### src/core/pes_pkg.sv
// Constants for the port E and pin steering block
// Behaviour
// - Up to 35 general purpose pins overall
// - Enabled peripheral takes pin from GPIO
// - Steering register routes functions between two pins
// - Bit 1 picks slave-select pin, reset 0
// - Bit 0 picks compare/PWM two pin
// - Four-bit port, direction bit per pin
// - Direction 1 makes pin input, driver off
// - Direction 0 drives pin from latch
// - Bit 3 input only, direction reads 1
// - Data read gives pins, write sets latch
// - Writes are read-modify-write of port; here a write loads pwdata[3:0] straight into the latch
// - Input-only pin reads 0 with master clear
// - Direction still drives analog-selected pins
// - Analog-selected pins read 0 digitally
package pes_pkg;
    // ------------------------------------------------------------
    // Register offsets
    // ------------------------------------------------------------
    localparam logic [11:0] PES_OFF_DATA = 12'h000;
    localparam logic [11:0] PES_OFF_DIR = 12'h004;
    localparam logic [11:0] PES_OFF_ANSEL = 12'h008;
    localparam logic [11:0] PES_OFF_STEER = 12'h00C;
    localparam logic [11:0] PES_OFF_CFG = 12'h010;
    // ------------------------------------------------------------
    // Fields and reset values
    // ------------------------------------------------------------
    localparam int PES_WIDTH = 4;
    localparam int PES_IN_ONLY_BIT = 3;
    localparam int PES_SS_SEL_BIT = 1;
    localparam int PES_CCP_SEL_BIT = 0;
    localparam int PES_MCLR_BIT = 0;
    localparam int PES_GPIO_TOTAL = 35;
    localparam logic [3:0] PES_DIR_RESET = 4'hF;
    localparam logic [3:0] PES_ANSEL_RESET = 4'h7;
    localparam logic [3:0] PES_LATCH_RESET = 4'h0;
    localparam logic [7:0] PES_STEER_RESET = 8'h00;
    localparam logic [1:0] PES_STEER_MASK = 2'h3;
endpackage : pes_pkg

### src/core/pes_steer.sv
// Two-way pin steering for one peripheral function
`timescale 1ns/1ps
`default_nettype none
module pes_steer (
    input wire logic sel,
    input wire logic fn_oe,
    input wire logic fn_out,
    output logic prim_own,
    output logic alt_own,
    output logic prim_oe,
    output logic alt_oe,
    output logic prim_out,
    output logic alt_out
);
    import pes_pkg::*;
    // The unselected pin gets fn_out but no output enable, so it falls back to GPIO
    assign prim_own = !sel;
    assign alt_own = sel;
    assign prim_oe = !sel && fn_oe;
    assign alt_oe = sel && fn_oe;
    assign prim_out = fn_out;
    assign alt_out = fn_out;
endmodule : pes_steer
`default_nettype wire

### src/core/pes_apb.sv
// APB slave decode for the port E register file
`timescale 1ns/1ps
`default_nettype none
module pes_apb (
    input wire logic psel,
    input wire logic penable,
    input wire logic pwrite,
    input wire logic [11:0] paddr,
    output logic wr_data,
    output logic wr_dir,
    output logic wr_ansel,
    output logic wr_steer,
    output logic wr_cfg,
    output logic rd_go,
    output logic bad_addr
);
    import pes_pkg::*;
    logic acc;
    assign acc = psel && penable;
    assign wr_data = acc && pwrite && paddr == PES_OFF_DATA;
    assign wr_dir = acc && pwrite && paddr == PES_OFF_DIR;
    assign wr_ansel = acc && pwrite && paddr == PES_OFF_ANSEL;
    assign wr_steer = acc && pwrite && paddr == PES_OFF_STEER;
    assign wr_cfg = acc && pwrite && paddr == PES_OFF_CFG;
    assign rd_go = psel && !penable && !pwrite;
    assign bad_addr = !(paddr == PES_OFF_DATA || paddr == PES_OFF_DIR
        || paddr == PES_OFF_ANSEL || paddr == PES_OFF_STEER || paddr == PES_OFF_CFG);
endmodule : pes_apb
`default_nettype wire

### src/core/pes_top.sv
// Port E GPIO with pin steering, APB register file
//
// Our own choices: the APB register port and the address map.
`timescale 1ns/1ps
`default_nettype none
module pes_top (
    input wire logic pclk,
    input wire logic presetn,
    input wire logic psel,
    input wire logic penable,
    input wire logic pwrite,
    input wire logic [11:0] paddr,
    input wire logic [31:0] pwdata,
    output logic [31:0] prdata,
    output logic pready,
    output logic pslverr,
    input wire logic [pes_pkg::PES_WIDTH-1:0] port_e_in,
    output logic [pes_pkg::PES_WIDTH-1:0] port_e_out,
    output logic [pes_pkg::PES_WIDTH-1:0] port_e_oe,
    input wire logic port_a_bit5_in,
    input wire logic port_a_bit0_in,
    output logic slave_select_n,
    input wire logic capture_pwm_unit_two_oe,
    input wire logic capture_pwm_unit_two_out,
    output logic port_c_bit1_oe,
    output logic port_c_bit1_out,
    output logic port_b_bit3_oe,
    output logic port_b_bit3_out,
    output logic port_c_bit1_gpio,
    output logic port_b_bit3_gpio,
    output logic port_a_bit5_gpio,
    output logic port_a_bit0_gpio
);
    import pes_pkg::*;
    // ------------------------------------------------------------
    // Storage
    // ------------------------------------------------------------
    logic [3:0] latch_q;
    logic [3:0] dir_q;
    logic [3:0] ansel_q;
    logic [7:0] steer_q;
    logic mclr_q;
    logic wr_data, wr_dir, wr_ansel, wr_steer, wr_cfg, rd_go, bad_addr;
    logic [3:0] pin_view;
    logic [3:0] dir_view;
    logic [31:0] rdata_d;
    logic c_prim_own, c_alt_own, c_prim_oe, c_alt_oe, c_prim_out, c_alt_out;

    pes_apb u_apb (
        .psel(psel),
        .penable(penable),
        .pwrite(pwrite),
        .paddr(paddr),
        .wr_data(wr_data),
        .wr_dir(wr_dir),
        .wr_ansel(wr_ansel),
        .wr_steer(wr_steer),
        .wr_cfg(wr_cfg),
        .rd_go(rd_go),
        .bad_addr(bad_addr)
    );

    // ------------------------------------------------------------
    // Pin view: analog and master-clear masking
    // ------------------------------------------------------------
    always_comb begin
        pin_view = port_e_in & ~ansel_q;
        if (mclr_q) begin
            pin_view[PES_IN_ONLY_BIT] = 1'b0;
        end
        dir_view = dir_q;
        dir_view[PES_IN_ONLY_BIT] = 1'b1;
    end

    // Write stores into latch; pins read back elsewhere, never latch
    always_ff @(posedge pclk or negedge presetn) begin
        if (!presetn) begin
            latch_q <= PES_LATCH_RESET;
        end else if (wr_data) begin
            latch_q <= pwdata[3:0];
        end
    end

    always_ff @(posedge pclk or negedge presetn) begin
        if (!presetn) begin
            dir_q <= PES_DIR_RESET;
        end else if (wr_dir) begin
            dir_q <= pwdata[3:0] | 4'h8;
        end
    end

    always_ff @(posedge pclk or negedge presetn) begin
        if (!presetn) begin
            ansel_q <= PES_ANSEL_RESET;
        end else if (wr_ansel) begin
            ansel_q <= pwdata[3:0] & 4'h7;
        end
    end

    always_ff @(posedge pclk or negedge presetn) begin
        if (!presetn) begin
            steer_q <= PES_STEER_RESET;
        end else if (wr_steer) begin
            steer_q <= {6'h00, pwdata[1:0] & PES_STEER_MASK};
        end
    end

    always_ff @(posedge pclk or negedge presetn) begin
        if (!presetn) begin
            mclr_q <= 1'b0;
        end else if (wr_cfg) begin
            mclr_q <= pwdata[PES_MCLR_BIT];
        end
    end

    // ------------------------------------------------------------
    // Port drivers: direction governs even analog pins
    // ------------------------------------------------------------
    always_ff @(posedge pclk or negedge presetn) begin
        if (!presetn) begin
            port_e_oe <= 4'h0;
            port_e_out <= 4'h0;
        end else begin
            port_e_oe <= ~dir_view;
            port_e_out <= latch_q & ~dir_view;
        end
    end

    // ------------------------------------------------------------
    // Steering
    // ------------------------------------------------------------
    pes_steer u_ccp (
        .sel(steer_q[PES_CCP_SEL_BIT]),
        .fn_oe(capture_pwm_unit_two_oe),
        .fn_out(capture_pwm_unit_two_out),
        .prim_own(c_prim_own),
        .alt_own(c_alt_own),
        .prim_oe(c_prim_oe),
        .alt_oe(c_alt_oe),
        .prim_out(c_prim_out),
        .alt_out(c_alt_out)
    );

    always_ff @(posedge pclk or negedge presetn) begin
        if (!presetn) begin
            slave_select_n <= 1'b1;
            port_c_bit1_oe <= 1'b0;
            port_c_bit1_out <= 1'b0;
            port_b_bit3_oe <= 1'b0;
            port_b_bit3_out <= 1'b0;
            port_c_bit1_gpio <= 1'b1;
            port_b_bit3_gpio <= 1'b1;
            port_a_bit5_gpio <= 1'b1;
            port_a_bit0_gpio <= 1'b1;
        end else begin
            slave_select_n <= steer_q[PES_SS_SEL_BIT] ? port_a_bit0_in
                : port_a_bit5_in;
            port_c_bit1_oe <= c_prim_oe;
            port_c_bit1_out <= c_prim_out;
            port_b_bit3_oe <= c_alt_oe;
            port_b_bit3_out <= c_alt_out;
            // A pin whose function sits elsewhere stays plain GPIO
            port_c_bit1_gpio <= !(c_prim_own && capture_pwm_unit_two_oe);
            port_b_bit3_gpio <= !(c_alt_own && capture_pwm_unit_two_oe);
            port_a_bit5_gpio <= steer_q[PES_SS_SEL_BIT];
            port_a_bit0_gpio <= !steer_q[PES_SS_SEL_BIT];
        end
    end

    // ------------------------------------------------------------
    // APB read and answer; single wait-free access phase
    // ------------------------------------------------------------
    always_comb begin
        case (paddr)
            PES_OFF_DATA: rdata_d = {28'h0, pin_view};
            PES_OFF_DIR: rdata_d = {28'h0, dir_view};
            PES_OFF_ANSEL: rdata_d = {28'h0, ansel_q};
            PES_OFF_STEER: rdata_d = {24'h0, steer_q};
            PES_OFF_CFG: rdata_d = {31'h0, mclr_q};
            default: rdata_d = 32'h0;
        endcase
    end

    always_ff @(posedge pclk or negedge presetn) begin
        if (!presetn) begin
            prdata <= 32'h0;
            pready <= 1'b0;
            pslverr <= 1'b0;
        end else begin
            if (rd_go) begin
                prdata <= rdata_d;
            end
            pready <= psel && !penable;
            pslverr <= psel && !penable && bad_addr;
        end
    end

    // ------------------------------------------------------------
    // Checks
    // ------------------------------------------------------------
    in_only_a: assert property (@(posedge pclk) disable iff (!presetn)
        !port_e_oe[PES_IN_ONLY_BIT]) else $error("input-only pin driven");
    dir_drive_a: assert property (@(posedge pclk) disable iff (!presetn)
        1'b1 |=> port_e_oe == ~$past(dir_view)) else $error("driver not per direction");
    latch_out_a: assert property (@(posedge pclk) disable iff (!presetn)
        wr_data && !dir_q[0] |=> ##1 port_e_out[0] == $past(pwdata[0], 2))
        else $error("latch not driven");
    ss_route_a: assert property (@(posedge pclk) disable iff (!presetn)
        1'b1 |=> slave_select_n == ($past(steer_q[1]) ? $past(port_a_bit0_in)
        : $past(port_a_bit5_in))) else $error("slave select misrouted");
    ccp_route_a: assert property (@(posedge pclk) disable iff (!presetn)
        !(port_c_bit1_oe && port_b_bit3_oe)) else $error("both ccp pins driven");
    steer_rst_a: assert property (@(posedge pclk) disable iff (!presetn)
        steer_q[7:2] == 6'h00) else $error("steering reserved bits set");
    mclr_read_a: assert property (@(posedge pclk) disable iff (!presetn)
        mclr_q |-> !pin_view[PES_IN_ONLY_BIT]) else $error("input-only pin not zero");
    analog_rd_a: assert property (@(posedge pclk) disable iff (!presetn)
        (pin_view & ansel_q) == 4'h0) else $error("analog pin read nonzero");
    ready_time_a: assert property (@(posedge pclk) disable iff (!presetn)
        psel && !penable |=> pready) else $error("no answer in access phase");
    ready_pulse_a: assert property (@(posedge pclk) disable iff (!presetn)
        pready |=> !pready) else $error("ready held too long");
    err_map_a: assert property (@(posedge pclk) disable iff (!presetn)
        psel && !penable && bad_addr |=> pslverr) else $error("unmapped access not flagged");
    latch_keep_a: assert property (@(posedge pclk) disable iff (!presetn)
        !wr_data |=> $stable(latch_q)) else $error("latch changed without write");
    ss_free_a: assert property (@(posedge pclk) disable iff (!presetn)
        1'b1 |=> port_a_bit5_gpio != port_a_bit0_gpio) else $error("slave select pin ownership");
    ccp_own_c_a: assert property (@(posedge pclk) disable iff (!presetn)
        port_c_bit1_oe |-> !port_c_bit1_gpio) else $error("driven pin still marked free");
    ccp_own_b_a: assert property (@(posedge pclk) disable iff (!presetn)
        port_b_bit3_oe |-> !port_b_bit3_gpio) else $error("driven pin still marked free");
    ccp_vacate_a: assert property (@(posedge pclk) disable iff (!presetn)
        port_b_bit3_oe |-> port_c_bit1_gpio) else $error("vacated pin not released");
endmodule : pes_top
`default_nettype wire

### config.mk
export PLATFORM = sky130hd
export DESIGN_NAME = pes_top
export DESIGN_NICKNAME = d
export VERILOG_FILES = /design/src/core/pes_pkg.sv /design/src/core/pes_steer.sv /design/src/core/pes_apb.sv /design/src/core/pes_top.sv
export SDC_FILE = /design/constraint.sdc
export NUM_CORES = 1
export LEC_CHECK = 0
export BUFFER_PORTS_ARGS = -buffer_cell sky130_fd_sc_hd__clkbuf_2
export CORE_MARGIN = 4
export CORE_UTILIZATION = 28
export CTS_CLUSTER_SIZE = 8
export DETAILED_ROUTE_END_ITERATION = 8
export PLACE_DENSITY = 0.64
export SYNTH_ARGS = -nofsm -noshare
export SYNTH_HDL_FRONTEND = slang
export SYNTH_SLANG_ARGS = --single-unit
### constraint.sdc
create_clock -name pclk -period 2.8 [get_ports pclk]
set_clock_uncertainty 0.1 [all_clocks]
set_input_delay 0.56 -clock pclk [delete_from_list [all_inputs] [get_ports pclk]]
set_output_delay 0.56 -clock pclk [all_outputs]
set_load 0.03 [all_outputs]
==> impl_metrics.tcl <==
set metrics [dict create \
    status "completed" \
    path_cells "clkbuf_2 -> nor4_2 -> and3_4 -> and3_2 -> mux2_2" \
    place.gp.congestion 0.737 \
    vias_per_cell 4.04 \
    final_common_cell "clkbuf_2" \
    syn_to_final_growth_pct 17.9 \
    route.antenna.remaining_nets 0 \
    maxCapViolations 0 \
    dieArea_um2 6810 \
    placed_cells 247 \
    grt_start_max_net_pins 33 \
    cts_tree "done" \
    port_buffers 48 \
    grt_usage 0.0863 \
    die_x_um 82.5 \
    fin_crit_sh 0.632 \
    yosysTopAreaCell "dfrtp_1" \
    synth_ff_type "dfrtp_1" \
    min-delay-path-class "input pin to async pin" \
    final_util 0.350 \
    p_per_area_nw_per_um2 515 \
    worstSetupPathType "input pin to flop" \
    slowest_stage "mux2_2" \
    avgSynthCellArea_um2 11.6 \
    fin_tns_setup_ns 0 \
    syn_area_um2 1550 \
    dp_slack_ns 0.721 \
    leakage_nw 0.967 \
    worstPathArrival_ns 1.83 \
    async_reset_ff_frac 1.00 \
    cts_resized 0 \
    cts.clk_slew.worst_paths_ns 0.06 \
    cts_hold_buffers 0 \
    grt.overflow.total 0 \
    synth_top_area_frac 0.338 \
    num_rows 26 \
    ys_seq_area_frac 0.524 \
    power_mw 0.943 \
    placed_cell_area_um2 1740 \
    synth.distinct_cells 32 \
    cts.sinks 32 \
    cp_data_required_time_ns 2.85 \
    layout-drive-gt1-share 0.454 \
    synth-edff-count 0 \
    synth_cells 134 \
    rsz0062_at_grt "no" \
    hpwl_mm 2.36 \
    final_area_um2 1830 \
    hold_viol 0 \
    grt_pass1_wl_mm 4.34 \
    antenna_found_initial 0 \
    final-setup-viol-count 0 \
    drc 0 \
    ys_top_cells_by_area "dfrtp_1, dfstp_2, buf_4" \
    drv_slew 0 \
    clock_tree.root_cell "clkbuf_8" \
    io_pins 108 \
    critPathMaxFanout 6 \
    clock_latency_ns 0.27 \
    finalNetCount 241 \
    drt_first_iter_violations 29 \
    postCtsSetupRepairBufs 0 \
    stdcell_count 255 \
    most-common-layout-cells "clkbuf_2, conb_1, dfrtp_1" \
    cp-end-kind "flop" \
    critPathLaunchType "input pin" \
    max_freq_mhz 565 \
    htree_levels 2 \
    routed_wl_mm 2.88 \
    diodes 0 \
    worst_slew_pin_slew_ns 0.772 \
    fin_hold_ws_ns 0.253 \
    worst_slack_ns 1.03 \
    cts_buffers 5 \
    yosys_warnings 0 \
    initial_core_util 0.297 \
    min_period_ns 1.77 \
    core_area_um2 5240 \
    grt_pass1_vias 953 \
    ys_seq_elements 32 \
    wl_per_cell_um 11.3 \
    cts_buffer_depth 2 \
    vias 1030 \
    cpPeakStageDelay_ns 0.34 \
    ir_drop_v 0.000232 \
    max_slew_margin 0.485 \
    drtPass1Iterations 4 \
    die_height_um 82.5 \
]
## critical path: cells and delay by family
family | cells | cell delay [ns]
multiplexers | 1 | 0.34
AND/OR/NAND/NOR | 3 | 0.83
buffers and inverters | 1 | 0.09
## layer usage
metal | GRT usage | share of wire | up-vias
li1 | - | - | 488
met1 | 0.0980 | 0.39 | 486
met2 | 0.141 | 0.48 | 54
met3 | 0.0488 | 0.12 | 2
met4 | 0.0196 | 0.0059 | 0
met5 | 0 | 0 | -
## logic make-up (layout without fill, tap and decap cells)
family | count (synthesis) | count (layout) | share of synthesized area
AND/OR/NAND/NOR | 30 | 30 | 0.122
flip-flops | 32 | 32 | 0.524
other | 1 | 30 | 0.00241
AO/OA/AOI/OAI | 16 | 16 | 0.0733
buffers and inverters | 41 | 63 | 0.177
multiplexers | 14 | 14 | 0.101
## path summary, 6_finish.rpt
path,slack (ns),to,from,cells after the start
setup reg to reg,1.48,prdata[0],dir_q[0],4
setup / recovery,1.03,latch_q[1],paddr[9],5
min in group pclk,0.30,port_b_bit3_out,capture_pwm_unit_two_out,1
hold reg to reg,0.33,port_a_bit5_gpio,steer_q[1],0
max in group asynchronous,1.86,port_e_oe[0],presetn,1
hold / removal,0.25,prdata[1],presetn,1
## power breakdown
group	total, mW	internal (mW)	switching (mW)
clock network	0.349	0.200	0.149
logic	0.124	0.0261	0.0975
registers	0.471	0.469	0.00151
## sequential cells by signal (all words and copies together) (netlist names), 2 cells and up
name        flops
ansel_q         3
dir_q           3
latch_q         3
port_e_oe       3
port_e_out      3
prdata          4
steer_q         2
## area by class of cell
cell class / instances / area (um^2)
Inverter: 7 / 26.3
Clock buffer: 8 / 90.1
Multi-Input combinational cell: 90 / 573
Tap cell: 70 / 87.6
Fill cell: 568 / 3410
Sequential cell: 32 / 815
Timing Repair Buffer: 48 / 240
## Yosys cell counts (2+ instances only)
master     n
nand2b_1   3
nor2b_1    5
nand3_1    2
dfstp_2   11
buf_4     32
inv_1      7
nor3_1     2
o31ai_1    2
dfrtp_1   21
a21oi_1    3
mux2_2    13
nand2_1    6
and3_2     2
o21ai_0    2
nor2_1     6
Note: power is estimated with default switching activity, not from simulation.
